[src/kfpf_params.svh]
// Constants of the key-fob and header packet framer
`ifndef KFPF_PARAMS_SVH
`define KFPF_PARAMS_SVH
`define KFPF_PRE_AA      8'hAA
`define KFPF_SYNC0       8'h2D
`define KFPF_SYNC1       8'hD4
`define KFPF_PHR_PRE     8'h55
`define KFPF_PHR_SYNC0   8'h90
`define KFPF_PHR_SYNC1   8'h4E
`define KFPF_PRE_BYTES   7'h04
`define KFPF_REQ_PAY     7'h40
`define KFPF_ACK_PAY     7'h03
`define KFPF_ACK_CH0     8'h41
`define KFPF_ACK_CH1     8'h43
`define KFPF_ACK_CH2     8'h4B
`define KFPF_CRC16_POLY  16'h8005
`define KFPF_CRC16_INIT  16'hFFFF
`define KFPF_CRC32_POLY  32'h04C11DB7
`define KFPF_CRC32_INIT  32'hFFFFFFFF
`define KFPF_TYPEA_LEN   11'h003
`define KFPF_TYPEB_LEN   11'h009
`define KFPF_TYPEB_STAT  11'h004
`define KFPF_BTN_BITS    5
`define KFPF_REQ_FRAME   11'h042
`define KFPF_ACK_FRAME   11'h005
`define KFPF_LEN_OPEN    11'h7FF
`define KFPF_HDR_BYTES   11'h002
`define KFPF_HDR_FCS_BIT 4
`define KFPF_HDR_DW_BIT  3
`endif

[src/kfpf_pkg.sv]
// Types of the key-fob and header packet framer
package kfpf_pkg;
  typedef enum logic [1:0] {
    MODE_TYPEA  = 2'h0,
    MODE_TYPEB  = 2'h1,
    MODE_TWOWAY = 2'h2,
    MODE_PHR    = 2'h3
  } kfpf_mode_t;
  typedef enum logic [2:0] {
    ST_LISTEN = 3'h0,
    ST_RX     = 3'h1,
    ST_TXPRE  = 3'h2,
    ST_TXSYNC = 3'h3,
    ST_TXHDR  = 3'h4,
    ST_TXPAY  = 3'h5,
    ST_TXCRC  = 3'h6
  } kfpf_state_t;
  typedef enum logic [1:0] {
    FN_HOLD = 2'h0,
    FN_LOW  = 2'h1,
    FN_HIGH = 2'h2,
    FN_NONE = 2'h3
  } kfpf_fn_t;
endpackage

[src/kfpf_framer.sv]
// Packet framer for key-fob, two-way and header-based frames
// Overview of operation
// - Type A: preamble, sync, byte, complement, byte
// - Byte holds four 2-bit codes, output three first
// - Codes 00 hold, 01 low, 10 high
// - Type B: preamble, sync, id, status, count, CRC
// - Low five status bits are button state
// - Type B CRC-16 0x8005 seed 0xFFFF checked
// - Node listens by default for frame or button
// - Button sends 64-byte request frame with CRC
// - Good request answered by ack, then LED
// - Ack payload is the three bytes ACK
// - Header: flag, reserved, FCS, whitening, length
// - Mode-switch flag always sent as zero
// - Header outside CRC; payload plus CRC second
// - Receive length taken from received header
// - CRC-16 and CRC-32 run in parallel, selected
// - Header frames use 0101 preamble, sync 0x904E
// - Header bytes returned to host bit-reversed
`timescale 1ns/1ps
`include "kfpf_params.svh"
`default_nettype none
module kfpf_framer
  import kfpf_pkg::*;
(
  input  wire logic       CLK,
  input  wire logic       RST,
  input  wire logic [1:0] MODE,
  input  wire logic       PHR_FCS16,
  input  wire logic       PHR_WHITEN,
  input  wire logic       BUTTON,
  input  wire logic       LINK_RX_START,
  input  wire logic       LINK_RX_VALID,
  input  wire logic [7:0] LINK_RX_DATA,
  output logic            LINK_TX_VALID,
  input  wire logic       LINK_TX_READY,
  output logic [7:0]      LINK_TX_DATA,
  output logic            LINK_TX_LAST,
  input  wire logic       HOST_TX_VALID,
  output logic            HOST_TX_READY,
  input  wire logic [7:0] HOST_TX_DATA,
  output logic            HOST_RX_VALID,
  output logic [7:0]      HOST_RX_DATA,
  output logic            HOST_RX_HEADER,
  output logic            HOST_RX_GOOD,
  output logic            HOST_RX_BAD,
  output logic            RX_WHITEN,
  output logic            LED_OUTPUT_THREE,
  output logic            LED_OUTPUT_TWO,
  output logic            LED_OUTPUT_ONE,
  output logic            LED_OUTPUT_ZERO,
  output logic [4:0]      BUTTON_STATE,
  output logic            ACTIVITY_LED
);

  function automatic logic [7:0] rev8(input logic [7:0] d);
    logic [7:0] r;
    r = 8'h00;
    for (int i = 0; i < 8; i++)
      r[i] = d[7 - i];
    return r;
  endfunction

  function automatic logic [15:0] crc16_byte(input logic [15:0] c,
                                             input logic [7:0]  d);
    logic [15:0] r;
    logic        fb;
    r = c;
    for (int i = 7; i >= 0; i--)
    begin
      fb = r[15] ^ d[i];
      r = {r[14:0], 1'b0};
      if (fb)
        r = r ^ `KFPF_CRC16_POLY;
    end
    return r;
  endfunction

  function automatic logic [31:0] crc32_byte(input logic [31:0] c,
                                             input logic [7:0]  d);
    logic [31:0] r;
    logic        fb;
    r = c;
    for (int i = 7; i >= 0; i--)
    begin
      fb = r[31] ^ d[i];
      r = {r[30:0], 1'b0};
      if (fb)
        r = r ^ `KFPF_CRC32_POLY;
    end
    return r;
  endfunction

  kfpf_state_t state_ff;
  kfpf_mode_t  mode;
  logic [10:0] rx_cnt_ff;
  logic [10:0] rx_len_ff;
  logic [6:0]  tx_cnt_ff;
  logic        tx_ack_ff;
  logic        await_ff;
  logic        fcs16_ff;
  logic        ack_ok_ff;
  logic [7:0]  rx_b0_ff;
  logic [7:0]  rx_b1_ff;
  logic [15:0] crc16_ff;
  logic [31:0] crc32_ff;
  logic [15:0] nxt_crc16;
  logic [31:0] nxt_crc32;
  logic [2:0]  btn_sync_ff;
  logic        btn_lvl_ff;
  logic [3:0]  led_ff;
  logic        tx_full_ff;
  logic [7:0]  crc_din;
  logic        is_phr;
  logic        btn_press;
  logic [10:0] hdr_off;
  logic [10:0] crc_n;
  logic [10:0] pay_idx;
  logic        rx_take;
  logic        rx_last;
  logic        rx_pay;
  logic        rx_good;
  logic [7:0]  ack_ch;
  logic [10:0] rx_hlen;
  logic        gen_valid;
  logic [7:0]  gen_byte;
  logic        seg_end;
  logic        take;
  logic [6:0]  pay_n;
  logic [10:0] tx_len;
  logic [15:0] tx_hdr;
  logic [7:0]  rx_rev;
  logic [7:0]  b0_rev;

  assign mode    = kfpf_mode_t'(MODE);
  assign is_phr  = mode == MODE_PHR;
  assign hdr_off = is_phr ? `KFPF_HDR_BYTES : 11'h000;
  assign crc_n   = fcs16_ff ? 11'h002 : 11'h004;
  assign pay_idx = rx_cnt_ff - hdr_off;
  assign rx_take = state_ff == ST_RX && LINK_RX_VALID;
  assign rx_last = rx_cnt_ff == rx_len_ff - 11'h001;
  assign rx_pay  = rx_cnt_ff >= hdr_off &&
                   rx_cnt_ff < rx_len_ff - crc_n;
  // Length field sits in the low 11 bits of the host-order header
  assign rx_rev  = rev8(LINK_RX_DATA);
  assign b0_rev  = rev8(rx_b0_ff);
  assign rx_hlen = {b0_rev[2:0], rx_rev};
  assign pay_n   = tx_ack_ff ? `KFPF_ACK_PAY : `KFPF_REQ_PAY;
  assign tx_len  = {4'h0, pay_n} + crc_n;
  // Mode-switch and reserved bits are forced to zero
  assign tx_hdr  = {3'h0, fcs16_ff, PHR_WHITEN, tx_len};
  assign btn_press = btn_sync_ff[2] == btn_sync_ff[1] &&
                     btn_sync_ff[2] && !btn_lvl_ff;

  always_comb
  begin
    unique case (pay_idx[1:0])
      2'h0:    ack_ch = `KFPF_ACK_CH0;
      2'h1:    ack_ch = `KFPF_ACK_CH1;
      default: ack_ch = `KFPF_ACK_CH2;
    endcase
  end

  always_comb
  begin
    unique case (mode)
      MODE_TYPEA: rx_good = rx_b1_ff == ~rx_b0_ff &&
                            LINK_RX_DATA == rx_b0_ff;
      MODE_PHR:   rx_good = fcs16_ff ? nxt_crc16 == 16'h0000
                                     : nxt_crc32 == 32'h00000000;
      default:    rx_good = nxt_crc16 == 16'h0000;
    endcase
  end

  // Frame generator; one output register keeps data registered
  always_comb
  begin
    gen_valid = 1'b1;
    gen_byte  = 8'h00;
    seg_end   = 1'b0;
    unique case (state_ff)
      ST_TXPRE:
      begin
        gen_byte = is_phr ? `KFPF_PHR_PRE : `KFPF_PRE_AA;
        seg_end  = tx_cnt_ff == `KFPF_PRE_BYTES - 7'h01;
      end
      ST_TXSYNC:
      begin
        if (is_phr)
          gen_byte = tx_cnt_ff[0] ? `KFPF_PHR_SYNC1
                                  : `KFPF_PHR_SYNC0;
        else
          gen_byte = tx_cnt_ff[0] ? `KFPF_SYNC1 : `KFPF_SYNC0;
        seg_end = tx_cnt_ff[0];
      end
      ST_TXHDR:
      begin
        gen_byte = tx_cnt_ff[0] ? tx_hdr[7:0] : tx_hdr[15:8];
        seg_end  = tx_cnt_ff[0];
      end
      ST_TXPAY:
      begin
        if (tx_ack_ff)
        begin
          unique case (tx_cnt_ff[1:0])
            2'h0:    gen_byte = `KFPF_ACK_CH0;
            2'h1:    gen_byte = `KFPF_ACK_CH1;
            default: gen_byte = `KFPF_ACK_CH2;
          endcase
        end
        else
        begin
          gen_valid = HOST_TX_VALID;
          gen_byte  = HOST_TX_DATA;
        end
        seg_end = tx_cnt_ff == pay_n - 7'h01;
      end
      ST_TXCRC:
      begin
        gen_byte = fcs16_ff ? crc16_ff[15:8] : crc32_ff[31:24];
        seg_end  = {4'h0, tx_cnt_ff} == crc_n - 11'h001;
      end
      default:
        gen_valid = 1'b0;
    endcase
  end

  assign take          = gen_valid && (!tx_full_ff || LINK_TX_READY);
  assign HOST_TX_READY = state_ff == ST_TXPAY && !tx_ack_ff &&
                         (!tx_full_ff || LINK_TX_READY);
  assign LINK_TX_VALID = tx_full_ff;
  assign crc_din       = state_ff == ST_RX ? LINK_RX_DATA : gen_byte;
  assign nxt_crc16     = crc16_byte(crc16_ff, crc_din);
  assign nxt_crc32     = crc32_byte(crc32_ff, crc_din);

  // Three stages; only the agreeing later pair is looked at
  always_ff @(posedge CLK or posedge RST)
  begin
    if (RST)
    begin
      btn_sync_ff <= 3'h0;
      btn_lvl_ff  <= 1'b0;
    end
    else
    begin
      btn_sync_ff <= {btn_sync_ff[1:0], BUTTON};
      if (btn_sync_ff[2] == btn_sync_ff[1])
        btn_lvl_ff <= btn_sync_ff[2];
    end
  end

  // Sequencer; a frame start while sending is ignored
  always_ff @(posedge CLK or posedge RST)
  begin
    if (RST)
    begin
      state_ff  <= ST_LISTEN;
      tx_cnt_ff <= 7'h00;
      rx_cnt_ff <= 11'h000;
      rx_len_ff <= `KFPF_LEN_OPEN;
      tx_ack_ff <= 1'b0;
      await_ff  <= 1'b0;
      fcs16_ff  <= 1'b1;
    end
    else if (state_ff == ST_LISTEN || state_ff == ST_RX)
    begin
      if (LINK_RX_START)
      begin
        state_ff  <= ST_RX;
        rx_cnt_ff <= 11'h000;
        fcs16_ff  <= 1'b1;
        unique case (mode)
          MODE_TYPEA:  rx_len_ff <= `KFPF_TYPEA_LEN;
          MODE_TYPEB:  rx_len_ff <= `KFPF_TYPEB_LEN;
          MODE_TWOWAY: rx_len_ff <= await_ff ? `KFPF_ACK_FRAME
                                             : `KFPF_REQ_FRAME;
          MODE_PHR:    rx_len_ff <= `KFPF_LEN_OPEN;
        endcase
      end
      else if (rx_take)
      begin
        rx_cnt_ff <= rx_cnt_ff + 11'h001;
        if (is_phr && rx_cnt_ff == 11'h000)
          fcs16_ff <= rx_rev[`KFPF_HDR_FCS_BIT];
        if (is_phr && rx_cnt_ff == 11'h001)
          rx_len_ff <= `KFPF_HDR_BYTES + rx_hlen;
        if (rx_last)
        begin
          state_ff <= ST_LISTEN;
          if (mode == MODE_TWOWAY || is_phr)
          begin
            await_ff <= 1'b0;
            if (!await_ff && rx_good)
            begin
              state_ff  <= ST_TXPRE;
              tx_ack_ff <= 1'b1;
              tx_cnt_ff <= 7'h00;
              fcs16_ff  <= is_phr ? fcs16_ff : 1'b1;
            end
          end
        end
      end
      else if (state_ff == ST_LISTEN && btn_press &&
               (mode == MODE_TWOWAY || is_phr))
      begin
        state_ff  <= ST_TXPRE;
        tx_ack_ff <= 1'b0;
        tx_cnt_ff <= 7'h00;
        fcs16_ff  <= is_phr ? PHR_FCS16 : 1'b1;
      end
    end
    else if (take)
    begin
      tx_cnt_ff <= seg_end ? 7'h00 : tx_cnt_ff + 7'h01;
      if (seg_end)
      begin
        unique case (state_ff)
          ST_TXPRE:  state_ff <= ST_TXSYNC;
          ST_TXSYNC: state_ff <= is_phr ? ST_TXHDR : ST_TXPAY;
          ST_TXHDR:  state_ff <= ST_TXPAY;
          ST_TXPAY:  state_ff <= ST_TXCRC;
          default:
          begin
            state_ff <= ST_LISTEN;
            await_ff <= !tx_ack_ff;
          end
        endcase
      end
    end
  end

  // CRCs cover only the second field; both engines always run
  always_ff @(posedge CLK or posedge RST)
  begin
    if (RST)
    begin
      crc16_ff <= `KFPF_CRC16_INIT;
      crc32_ff <= `KFPF_CRC32_INIT;
    end
    // A frame start while sending must not spoil the outgoing CRC
    else if ((state_ff == ST_LISTEN && (btn_press || LINK_RX_START)) ||
             (state_ff == ST_RX && LINK_RX_START) || (rx_take && rx_last))
    begin
      crc16_ff <= `KFPF_CRC16_INIT;
      crc32_ff <= `KFPF_CRC32_INIT;
    end
    else if ((rx_take && rx_cnt_ff >= hdr_off) ||
             (take && state_ff == ST_TXPAY))
    begin
      crc16_ff <= nxt_crc16;
      crc32_ff <= nxt_crc32;
    end
    else if (take && state_ff == ST_TXCRC)
    begin
      crc16_ff <= {crc16_ff[7:0], 8'h00};
      crc32_ff <= {crc32_ff[23:0], 8'h00};
    end
  end

  // Received bytes kept for the copy test and the status field
  always_ff @(posedge CLK or posedge RST)
  begin
    if (RST)
    begin
      rx_b0_ff     <= 8'h00;
      rx_b1_ff     <= 8'h00;
      ack_ok_ff    <= 1'b0;
      BUTTON_STATE <= 5'h00;
      RX_WHITEN    <= 1'b0;
    end
    else if (LINK_RX_START)
      ack_ok_ff <= 1'b1;
    else if (rx_take)
    begin
      if (rx_cnt_ff == 11'h000)
        rx_b0_ff <= LINK_RX_DATA;
      if (rx_cnt_ff == 11'h001)
        rx_b1_ff <= LINK_RX_DATA;
      if (is_phr && rx_cnt_ff == 11'h000)
        RX_WHITEN <= rx_rev[`KFPF_HDR_DW_BIT];
      if (rx_pay && (pay_idx > 11'h002 || LINK_RX_DATA != ack_ch))
        ack_ok_ff <= 1'b0;
      if (mode == MODE_TYPEB && rx_last && rx_good)
        BUTTON_STATE <= rx_b1_ff[`KFPF_BTN_BITS-1:0];
      if (mode == MODE_TYPEB && rx_cnt_ff == `KFPF_TYPEB_STAT)
        rx_b1_ff <= LINK_RX_DATA;
    end
  end

  // Host sees header bytes reversed and payload unchanged
  always_ff @(posedge CLK or posedge RST)
  begin
    if (RST)
    begin
      HOST_RX_VALID  <= 1'b0;
      HOST_RX_DATA   <= 8'h00;
      HOST_RX_HEADER <= 1'b0;
      HOST_RX_GOOD   <= 1'b0;
      HOST_RX_BAD    <= 1'b0;
    end
    else
    begin
      HOST_RX_VALID  <= rx_take && (rx_pay || rx_cnt_ff < hdr_off) &&
                        mode != MODE_TYPEA && mode != MODE_TYPEB;
      HOST_RX_HEADER <= rx_take && rx_cnt_ff < hdr_off;
      HOST_RX_GOOD   <= rx_take && rx_last && rx_good;
      HOST_RX_BAD    <= rx_take && rx_last && !rx_good;
      if (rx_take)
        HOST_RX_DATA <= rx_cnt_ff < hdr_off ? rx_rev
                                            : LINK_RX_DATA;
    end
  end

  // Output holding register; stalls the generator on back-pressure
  always_ff @(posedge CLK or posedge RST)
  begin
    if (RST)
    begin
      tx_full_ff   <= 1'b0;
      LINK_TX_DATA <= 8'h00;
      LINK_TX_LAST <= 1'b0;
    end
    else if (take)
    begin
      tx_full_ff   <= 1'b1;
      LINK_TX_DATA <= gen_byte;
      LINK_TX_LAST <= state_ff == ST_TXCRC && seg_end;
    end
    else if (LINK_TX_READY)
      tx_full_ff <= 1'b0;
  end

  // Activity LED marks a sent ack and a received good ack
  always_ff @(posedge CLK or posedge RST)
  begin
    if (RST)
      ACTIVITY_LED <= 1'b0;
    else if (take && state_ff == ST_TXCRC && seg_end && tx_ack_ff)
      ACTIVITY_LED <= !ACTIVITY_LED;
    else if (rx_take && rx_last && rx_good && await_ff && ack_ok_ff &&
             (mode == MODE_TWOWAY || is_phr))
      ACTIVITY_LED <= !ACTIVITY_LED;
  end

  // Bits 2i+1:2i steer output i, so output three is sent first
  for (genvar g = 0; g < 4; g++)
  begin : g_led
    kfpf_fn_t fn;
    assign fn = kfpf_fn_t'(rx_b0_ff[2*g+1:2*g]);
    always_ff @(posedge CLK or posedge RST)
    begin
      if (RST)
        led_ff[g] <= 1'b0;
      else if (mode == MODE_TYPEA && rx_take && rx_last && rx_good)
      begin
        unique case (fn)
          FN_LOW:  led_ff[g] <= 1'b0;
          FN_HIGH: led_ff[g] <= 1'b1;
          default: led_ff[g] <= led_ff[g];
        endcase
      end
    end
  end

  assign LED_OUTPUT_THREE = led_ff[3];
  assign LED_OUTPUT_TWO   = led_ff[2];
  assign LED_OUTPUT_ONE   = led_ff[1];
  assign LED_OUTPUT_ZERO  = led_ff[0];

endmodule
`default_nettype wire

[config.mk]
export PLATFORM = sky130hd
export DESIGN_NAME = kfpf_framer
export DESIGN_NICKNAME = d
export VERILOG_FILES = /design/src/kfpf_pkg.sv /design/src/kfpf_framer.sv
export VERILOG_INCLUDE_DIRS = /design/src
export SDC_FILE = /design/constraint.sdc
export NUM_CORES = 1
export LEC_CHECK = 0
export ABC_AREA = 1
export BUFFER_PORTS_ARGS = -buffer_cell sky130_fd_sc_hd__clkbuf_2
export CAP_MARGIN = 20
export CORE_UTILIZATION = 40
export CTS_CLUSTER_SIZE = 20
export DETAILED_ROUTE_END_ITERATION = 8
export PLACE_DENSITY = 0.59
export REMOVE_ABC_BUFFERS = 1
export SLEW_MARGIN = 5
export SYNTH_ARGS = -nofsm -noshare
export SYNTH_HDL_FRONTEND = slang
export SYNTH_SLANG_ARGS = --single-unit
[constraint.sdc]
create_clock -name CLK -period 6.09 [get_ports CLK]
set_clock_uncertainty 0.05 [all_clocks]
set_input_delay 1.218 -clock CLK [delete_from_list [all_inputs] [get_ports CLK]]
set_output_delay 1.218 -clock CLK [all_outputs]
set_load 0.005 [all_outputs]
After elaboration in Yosys (flattened, before gate mapping)
Index checks and enable logic that the tools add are counted.
Widths: inputs -> output; s select.
- $lt $le $gt $ge: 4
- add/sub/neg operators: 9
- eq/ne operators: 45
- bitwise logic cells: 34
- reduce and logical (&&, ||, !) cells: 95
- mux-type cells: 104
- operator list (cell ; number):
    $mux 27 ; 8
    $mux 16 ; 11
    $not 14->14 ; 8
    $mux 32 ; 3
    $mux 8 ; 11
    $mux 7 ; 11
    $mux 11 ; 5
    $pmux 11 s4 ; 1
    $pmux 8 s5 ; 1
    $logic_and 1x1->1 ; 38
    $logic_not 32->1 ; 1
    $mux 1 ; 32
    $reduce_bool 2->1 ; 14
    $mux 3 ; 8
    $not 3->3 ; 8
    $reduce_and 3->1 ; 6
    $eq 8x8->1 ; 2
    $logic_not 16->1 ; 1
    $pmux 4 s2 ; 2
    $xor 1x1->1 ; 16
    $eq 2x1->1 const B ; 7
    $eq 2x2->1 const B ; 6
    $ne 2x1->1 const B ; 6
    $pmux 1 s2 ; 6
    47 further kinds ; 79
- output and inout bits: 34
- input bits: 27
- register bits after elaboration: 137

Longest topological paths before layout
Gate-level depths: netlist of the first run.
- depth after elaboration: 31
- gate-level depth with buffers: 33
- gate-level depth less buffers: 31

Worst setup path before layout of the first run
No wires, ideal clock.
- path kind: input to register
- from: in MODE[0]
- to: reg tx_cnt_ff[2]
- setup time: 0.118 ns
- slack: 1.716 ns
- arrival: 4.206 ns
- buffers on the path: 2
- stages: 29
- cells stage by stage: ha_1 -> buf_2 -> inv_2 -> ha_1 -> nand2_1 -> nand2_1 -> nor2_4 -> nand3_1 -> nand2_4 -> nand3_4 -> nand2_4 -> ha_1 -> and3_1 -> nand2_1 -> nor2_1 -> nand3_1 -> nor2_1 -> nand2_1 -> nor2_1 -> nand2_1 -> nand2_1 -> nand2_2 -> nand2_4 -> nand3_2 -> nand2_4 -> nand2_4 -> buf_6 -> nand2_1 -> o21ai_2
- word-level cells in the longest chain between the ends: 26
- ends and longest elaborated chain (what ; RTL line ; RTL):
    start: declaration ; kfpf_framer.sv:28 ; input wire logic [1:0] MODE,
    $eq 2x2->1 ; kfpf_framer.sv:136, kfpf_framer.sv:166 ;
    $mux 8 (on tied branches) ; n/a ;
    $pmux 8 s5 ; kfpf_framer.sv:181 ; unique case (state_ff)
    $mux 8 ; kfpf_framer.sv:232 ; assign crc_din = state_ff == ST_RX ? LINK_RX_DATA : gen_byte;
    $xor 1x1->1 ; kfpf_framer.sv:71 ; fb = r[15] ^ d[i];
    $mux 16 ; kfpf_framer.sv:73 ; if (fb)
    $xor 1x1->1 ; kfpf_framer.sv:71 ;
    $mux 16 ; kfpf_framer.sv:73 ;
    (+10 left out) ; n/a ;
    $xor 1x1->1 ; kfpf_framer.sv:71 ;
    $mux 16 ; kfpf_framer.sv:73 ;
    $logic_not 16->1 ; kfpf_framer.sv:169, kfpf_framer.sv:171 ;
    $mux 1 ; kfpf_framer.sv:169 ; MODE_PHR: rx_good = fcs16_ff ? nxt_crc16 == 16'h0000
    $pmux 1 s2 ; kfpf_framer.sv:166 ; unique case (mode)
    $logic_and 1x1->1 ; kfpf_framer.sv:293 ; if (!await_ff && rx_good)
    $ne 3x2->1 (no source line) ; n/a ;
    $reduce_and 6->1 (no source line) (*) ; n/a ;
    end signal: assignment ; kfpf_framer.sv:314 ; tx_cnt_ff <= seg_end ? 7'h00 : tx_cnt_ff + 7'h01;
    end: declaration ; kfpf_framer.sv:98 ; logic [6:0] tx_cnt_ff;
Mark *: on every way between the ends. The rest lies on a longest branch, timed or not.
A chain may end at the register's enable or synchronous reset.

Final worst setup path of the first run
- from: in MODE[0]
- to: reg tx_cnt_ff[6]
Same word-level chain as after synthesis.

==> flow_summary.toml, run 1 <==
[run_status]
status = "complete, no violations"

[sta]
finalCritPeriodShare_pct = 81.8
hold_violations = 0
rsz0062_at_grt = "no"
finalSetupTns_ns = 0
fmax_mhz = 201
setup_viol = 0
worstMarginPinSlew_ns = 0.818
slew_violations = 0
slew_headroom_pct = 45.5
finalCriticalPeriod_ns = 4.98

[worst_setup_path]
crit_end = "tx_cnt_ff[6]$_DFFE_PP0P_"
end_kind = "flop"
crit_type = "input pin to flop"
required_ns = 6.36
crit_top_cell = "nand2_1"
cp_max_fo = 14
reg2reg_to = "tx_cnt_ff[6]$_DFFE_PP0P_"
cpMaxStageDelayCell = "ha_1"
slowest_delay_ns = 0.28
start_kind = "input pin"
arrival_ns = 5.26
regToRegStartpoint = "fcs16_ff$_DFFE_PP1P_"
r2r_cells = 27
critPathLaunch = "MODE[0]"
r2r_slack_ns = 1.39

[routing]
via_per_inst = 5.28
post_drt_wl_per_cell_microns = 17.7
firstDrtPassIters = 5
drc = 0
drt-initial-drc-count = 936
totalWireLength_mm = 32.9
postRouteAntennaNets = 0
vias = 9788

[synth]
synth_enable_flop_cells = 0
synth_warnings = 0
ys_seq_area_share_pct = 33.9
syn_inst = 1463
synth.avg_cell_area_sq_um = 7.06
synth-async-reset-ratio_pct = 100
synth_flop_cell = "dfrtp_1"
ys_ff_latch = 137
synthesis.area_sq_um = 10300
synth.distinct_cells = 55

[final_layout]
layout-drive-gt1-share_pct = 15.9
fin_nets = 1579
diodes = 0
register_area_sq_um = 3500
area_growth_pct = 11.6
nFillCells = 2628
multi_input_area_sq_um = 5980
final_cell_mix = "nand2_1 (435), inv_1 (157), nor2_1 (125)"
layout_commonest_cell = "nand2_1"

[floorplan]
initial_utilization_pct = 40.9
fp.dieW_microns = 163
coreArea_sq_um = 25300
dieArea_sq_um = 26500
rows = 58
die_h_microns = 163
io_pins = 61

[clocking]
cts_sinks = 137
clk_latency_ns = 0.44
hold_buffers = 0
cts_buffers = 17
cts_setup_buffers = 0
clock_path_buffers = 2
post_cts_resized = 0
clk_pin_slew_worst_paths_ns = 0.07
root_buffer = "clkbuf_16"
cts_tree = "yes"
htreeDepth = 4

[global_route]
grt_pass1_wl_mm = 52.1
overflow = 0
grt_pass1_vias = 9244
grtUsageTotal_pct = 25.7
grt_max_degree = 87
antenna_found_initial = 0

[placement]
dpl.hpwl_mm = 24.3
place.gp.congestion = 0.916
portBuffers = 60

[flow_run]
drv_cap = 0

[min_path]
hp-class = "flop to flop"
[flip-flops by register name (all words and copies together) (netlist names), 3 cells and up]
name	count
tx_cnt_ff	7
HOST_RX_DATA	8
rx_b0_ff	8
LINK_TX_DATA	8
rx_b1_ff	8
rx_cnt_ff	11
state_ff	3
crc16_ff	16
crc32_ff	32
rx_len_ff	11
btn_sync_ff	3
BUTTON_STATE	5
[Yosys cell counts, drive strengths merged (3+ instances only)]
cell type  instances  area, sq um
a211oi             3         22.5
a21oi             51          255
a22oi              6         45.0
a31oi             11         68.8
buf               14         93.8
clkbuf            28          105
clkinv             5         18.8
dfrtp             77         1930
dfstp             60         1580
ha                40          500
inv              165          627
nand2            463         1860
nand3            103          581
nand4             24          150
nor2             140          607
nor3              24          120
nor4               6         37.5
o211ai             7         52.6
o21a               3         22.5
o21ai            116          607
o21bai             4         30.0
o221ai             6         52.6
o22ai             12         75.1
o31ai              3         22.5
or2                3         18.8
xnor2             17          156
xor2              55          546
[kinds of logic (layout without fill, tap and decap cells)]
family / count (synthesis) / count (layout) / synth area share (%)
multiplexers: 1 / 1 / 0.109
adder cells (fa/ha/maj): 41 / 41 / 5.04
buffers and inverters: 212 / 273 / 8.17
flip-flops: 137 / 137 / 33.9
XOR/XNOR: 72 / 72 / 6.79
AO/OA/AOI/OAI: 232 / 232 / 13.0
AND/OR/NAND/NOR: 768 / 768 / 33.0
[metal layers]
metal  share of wire (%)  track usage (%)  vias to the layer above
met5                   0                0                        -
met2                  45             39.6                      297
met3                 5.2             3.34                       34
met1                  49             37.5                     4599
met4                 1.5             6.97                        0
li1                    -                -                     4858
[worst max-delay path, delay by kind of cell]
| family | cells | cell delay, ns |
|---|---|---|
| AND/OR/NAND/NOR | 22 | 2.74 |
| AO/OA/AOI/OAI | 1 | 0.05 |
| buffers and inverters | 3 | 0.48 |
| adder cells (fa/ha/maj) | 3 | 0.74 |
[how the worst min path moves through the flow]
| stage | from | end | slack [ns] | cells past startpoint |
|---|---|---|---|---|
| after floorplan | btn_sync_ff[0]$_DFF_PP0_ | btn_sync_ff[1]$_DFF_PP0_ | 0.28 | 0 |
| after global placement | btn_sync_ff[0]$_DFF_PP0_ | btn_sync_ff[1]$_DFF_PP0_ | 0.28 | 0 |
| final | btn_sync_ff[0]$_DFF_PP0_ | btn_sync_ff[1]$_DFF_PP0_ | 0.31 | 0 |
| after detailed placement | btn_sync_ff[0]$_DFF_PP0_ | btn_sync_ff[1]$_DFF_PP0_ | 0.30 | 0 |
| after CTS | btn_sync_ff[0]$_DFF_PP0_ | btn_sync_ff[1]$_DFF_PP0_ | 0.31 | 0 |
| after global routing | btn_sync_ff[0]$_DFF_PP0_ | btn_sync_ff[1]$_DFF_PP0_ | 0.32 | 0 |
[metrics by stage]
step	instances	worst slack [ns]	hold slack [ns]	utilization, %	cell area [sq um]
floorplan	1421	1.25	0.281	-	10100
global placement	1821	0.757	0.284	43.3	10900
detailed placement	1821	0.748	0.298	43.3	10900
CTS	1853	1.15	0.308	45.6	11500
global route	1854	0.804	0.316	45.7	11500
finish	1854	1.11	0.306	45.7	11500
[final cells by class]
class / count / area share [%]
Multi-Input combinational cell: 1114 / 51.9
Sequential cell: 137 / 30.4
Inverter: 170 / 5.64
Clock buffer: 17 / 3.69
Tap cell: 330 / 3.58
Timing Repair Buffer: 71 / 3.43
Clock inverter: 15 / 1.37
Power of run 1 is not shown: default switching activity piles up to over one toggle a cycle in this logic, so the estimate is an artifact.
==> run 2, diff against run 1 <==
PLACE_DENSITY = 0.61   (was 0.59)
clock period = 4.3 ns   (was 6.09 ns; I/O delays follow)
==> run 2 against run 1 <==
Net effect: sequential share of layout area fell by 1.6 points; sequential cell count is the same; final cell count rose by 4.5%; die area unchanged; non-clock buffer count rose by 84; critical path depth shrank 2; worst hold slack got worse by 0.0054 ns; via count grew 4.8%; clock-buffer cell count grew 7; register-to-register slack got worse by 0.98 ns; setup slack worse by 0.78 ns; global-route usage up 0.36 points.
==> flow_summary.toml, run 2 (synthesized netlist as in run 1, its figures left out) <==
[worst_setup_path]
reg2reg_to = "tx_cnt_ff[3]$_DFFE_PP0P_"
critPathLaunch = "MODE[0]"
crit_type = "input pin to flop"
cp_num_buf_inv = 4
r2r_cells = 27
r2r_slack_ns = 0.41
cpMaxStageDelayCell = "xor2_1"
arrival_ns = 4.24
path_delay_family = "simple AND/OR/NAND/NOR gates"
end_kind = "flop"
regToRegStartpoint = "tx_ack_ff$_DFFE_PP0P_"
crit_top_cell = "nand2_1"
cp_max_fo = 14
start_kind = "input pin"
slowest_delay_ns = 0.27
required_ns = 4.57

[routing]
firstDrtPassIters = 8
postRouteAntennaNets = 0
met2_length_mm = 15.4
totalWireLength_mm = 33.1
dr_wl_met3_mm = 2.04
vias = 10300
dr.max_layer_used = "met4"
drc = 0
post_drt_wl_per_cell_microns = 17.1
via_per_inst = 5.30
wl_met1_mm = 15.1
drt-initial-drc-count = 928

[final_layout]
final_cell_mix = "nand2_1 (435), inv_1 (157), nor2_1 (125)"
reg_top3 = "crc32_ff (32), crc16_ff (16)"
largest_register_ffs = 32
layout_commonest_cell = "nand2_1"
layout-drive-gt1-share_pct = 20.1
area_growth_pct = 17.7
top_register = "crc32_ff"
fin_nets = 1663
post-route-util_pct = 48.2
diodes = 0

[placement]
portBuffers = 60
dpl.hpwl_mm = 25.5
place.gp.congestion = 0.956
dp_slack_ns = -0.0235

[min_path]
hp-class = "flop to flop"
hold_end = "btn_sync_ff[1]$_DFF_PP0_"
min_delay_path_depth = 0
worstHoldStart = "btn_sync_ff[0]$_DFF_PP0_"

[sta]
finalCritPeriodShare_pct = 92.4
worstMarginPinSlew_ns = 0.848
fin_ws_ns = 0.325
slew_violations = 0
fmax_mhz = 252
slew_headroom_pct = 43.5
finalSetupTns_ns = 0
setup_viol = 0
finalCriticalPeriod_ns = 3.98
rsz0062_at_grt = "no"
hold_violations = 0

[clocking]
htreeDepth = 4
cts_setup_buffers = 0
cts_buffers = 17
hold_buffers = 0
post_cts_resized = 0
cts_sinks = 137
clock_path_buffers = 2
root_buffer = "clkbuf_16"
cts_tree = "yes"
clk_latency_ns = 0.43
clk_pin_slew_worst_paths_ns = 0.06

[global_route]
grt_pass1_wl_mm = 53.7
grtUsageTotal_pct = 26.0
grt_max_degree = 92
overflow = 0
grt_pass1_vias = 9941
antenna_found_initial = 0

[floorplan]
io_pins = 61
rows = 58
dieArea_sq_um = 26500
coreArea_sq_um = 25300
die_h_microns = 163
initial_utilization_pct = 40.9
fp.dieW_microns = 163

[run_status]
status = "complete, no violations"

[flow_run]
drv_cap = 0
==> run 2: cell count changes in the layout (fill, tap and decap cells not counted), moves of 3 or more <==
cell | before | now
inv_8 | 3 | 0
buf_4 | 10 | 95
inv_6 | 7 | 2
clkinv_4 | 4 | 1
clkbuf_1 | 0 | 5
clkinv_2 | 0 | 3
==> run 2: area by class of cell <==
type                            count  area (sq um)
Multi-Input combinational cell   1114          5980
Fill cell                        2531         13100
Clock inverter                      8           121
Clock buffer                       24           472
Inverter                          170           654
Timing Repair Buffer              155          1010
Tap cell                          330           413
Sequential cell                   137          3500
==> run 2: worst reg2reg max path: stages (launching register included) <==
cell and delay [ns]:
dfrtp_1 0.51, clkinvlp_4 0.27, ha_1 0.34, nor2_1 0.04, nand2_1 0.05, nand2_1 0.05, nor2_2 0.20, nand4_1 0.17
nand2_1 0.18, nand2_2 0.09, nand2_4 0.11, ha_1 0.17, and3_1 0.16, nand2_1 0.05, nor2_1 0.14, nand3_1 0.08
nor2_1 0.11, nand2_1 0.05, nor2_1 0.08, nand2_1 0.08, nand2_1 0.08, nand2_2 0.07, nand2_4 0.11, nand3_2 0.11
nand2_4 0.10, nand2_4 0.13, nand2_1 0.12, o21ai_2 0.05
==> run 2: how the worst max path moves through the flow <==
| stage | slack, ns | end | depth (start not counted) |
|---|---|---|---|
| floorplan | -0.18 | ACTIVITY_LED$_DFFE_PP0P_ | 1 |
| global placement | -0.03 | tx_cnt_ff[0]$_DFFE_PP0P_ | 29 |
| detailed placement | -0.02 | tx_cnt_ff[5]$_DFFE_PP0P_ | 28 |
| CTS | 0.40 | tx_cnt_ff[2]$_DFFE_PP0P_ | 27 |
| global route | 0.02 | LED_OUTPUT_TWO$_DFFE_PP0P_ | 27 |
| finish | 0.32 | tx_cnt_ff[3]$_DFFE_PP0P_ | 27 |
==> run 2: stage by stage <==
stage	area (sq um)	hold slack (ns)	std cells
6_report	12200	0.300	1938
5_1_grt	12200	0.315	1938
4_1_cts	12200	0.308	1938
3_5_place_dp	11600	0.290	1906
3_3_place_gp	11600	0.295	1906
2_1_floorplan	10100	0.281	1421
==> run 2: metal layers <==
| metal | track usage, % | vias up |
|---|---|---|
| li1 | - | 5012 |
| met1 | 35.8 | 4874 |
| met2 | 42.3 | 338 |
| met3 | 4.30 | 38 |
| met4 | 6.71 | 0 |
| met5 | 0 | - |
Power of run 2 is left out for the same reason.
==> run 3, diff against run 2 <==
PLACE_DENSITY = 0.59   (was 0.61)
clock period = 4.11 ns   (was 4.3 ns; I/O delays follow)
==> run 3 against run 2 <==
Net effect: sequential cell count unchanged; clock-buffer cell count shrank 4; via count is 0.14% higher; register-to-register slack worse by 0.08 ns; non-clock buffer count up 34; die area did not move.
==> flow_summary.toml, run 3 (synthesized netlist as in run 1, its figures left out) <==
[run_status]
status = "complete, no violations"

[placement]
dp_slack_ns = -0.177
dpl.hpwl_mm = 25.6
place.gp.congestion = 0.985
dp_cells = 1937
portBuffers = 60

[worst_setup_path]
start_kind = "input pin"
required_ns = 4.37
arrival_ns = 4.12
crit_top_cell = "nand2_1"
slowest_delay_ns = 0.27
end_kind = "flop"
cp_max_fo = 14
crit_type = "input pin to flop"
cpMaxStageDelayCell = "ha_1"

[final_layout]
final_cell_mix = "nand2_1 (435), inv_1 (156), buf_4 (126)"
area_growth_pct = 20.8
finalNonFillerCells = 1971
reg_top3 = "crc32_ff (32), crc16_ff (16)"
top_register = "crc32_ff"
layout_commonest_cell = "nand2_1"
diodes = 0
nFillCells = 2558
post-route-util_pct = 49.4
layout-drive-gt1-share_pct = 22.3
fin_nets = 1697
largest_register_ffs = 32

[sta]
fmax_mhz = 259
slew_violations = 0
hold_violations = 0
finalCritPeriodShare_pct = 94.1
finalCriticalPeriod_ns = 3.87
worstMarginPinSlew_ns = 1.02
rsz0062_at_grt = "no"
setup_viol = 0
fin_ws_ns = 0.242
slew_headroom_pct = 31.7

[global_route]
grt_pass1_wl_mm = 53.2
overflow = 0
grt_pass1_vias = 9689
antenna_found_initial = 0
grtUsageTotal_pct = 26.0
grt_max_degree = 106

[clocking]
hold_buffers = 0
clock_path_buffers = 2
cts_buffers = 17
root_buffer = "clkbuf_16"
htreeDepth = 4
cts_tree = "yes"
clk_pin_slew_worst_paths_ns = 0.06
clk_latency_ns = 0.43
cts_sinks = 137

[routing]
firstDrtPassIters = 5
drt-initial-drc-count = 1033
postRouteAntennaNets = 0
drc = 0
vias = 10300
post_drt_wl_per_cell_microns = 16.9
via_per_inst = 5.21
totalWireLength_mm = 33.3

[min_path]
hp-class = "flop to flop"

[floorplan]
io_pins = 61
coreArea_sq_um = 25300
initial_utilization_pct = 40.9
fp.dieW_microns = 163
dieArea_sq_um = 26500
rows = 58
die_h_microns = 163

[flow_run]
drv_cap = 0
run 3: worst max-delay path, delay by kind of cell:
kind	cells	cell delay, ns
compound gates	1	0.06
fa+ha+maj	1	0.27
buf+inv	5	0.65
simple gates	24	2.30
run 3: path summary, 6_finish.rpt:
| check | start | endpoint | slack [ns] | depth (start not counted) |
|---|---|---|---|---|
| worst max-delay path | MODE[0] | tx_cnt_ff[0]$_DFFE_PP0P_ | 0.24 | 31 |
| worst min-delay path | btn_sync_ff[0]$_DFF_PP0_ | btn_sync_ff[1]$_DFF_PP0_ | 0.32 | 0 |
| worst max register to register | fcs16_ff$_DFFE_PP1P_ | tx_cnt_ff[0]$_DFFE_PP0P_ | 0.33 | 27 |
| worst min register to register | btn_sync_ff[0]$_DFF_PP0_ | btn_sync_ff[1]$_DFF_PP0_ | 0.32 | 0 |
| max in group asynchronous | RST | crc32_ff[18]$_DFFE_PP1P_ | 2.52 | 3 |
| min in group asynchronous | RST | HOST_RX_GOOD$_DFF_PP0_ | 0.51 | 2 |
run 3: repair_timing:
item                       in CTS  in global routing
setup buffers                   0                  3
resized for setup               0                 12
setup endpoints to repair       0                 27
run 3: metrics by stage:
step | hold WS (ns) | setup TNS, ns | area [sq um]
4_1_cts | 0.323 | 0 | 12400
3_3_place_gp | 0.298 | -2.21 | 11800
3_5_place_dp | 0.300 | -2.74 | 11800
2_1_floorplan | 0.281 | -26.25 | 10100
6_report | 0.318 | 0 | 12500
5_1_grt | 0.322 | 0 | 12500
run 3: area by class of cell:
cell class	instances	area [sq um]	area share, %
inverter	170	658	5.27
clock inverter	11	149	1.19
sequential	137	3510	28.1
multi-input combinational	1114	6010	48.2
clock buffer	20	447	3.58
tap	330	413	3.31
timing repair buffer	189	1300	10.4
run 3: metal layers:
layer	vias up	routed length [microns]	track usage [%]
met5	-	0	0
met4	0	662	7.39
met3	48	1890	4.33
met2	340	15100	40.8
met1	4804	15700	36.6
li1	5084	-	-
Power of run 3 is left out for the same reason.
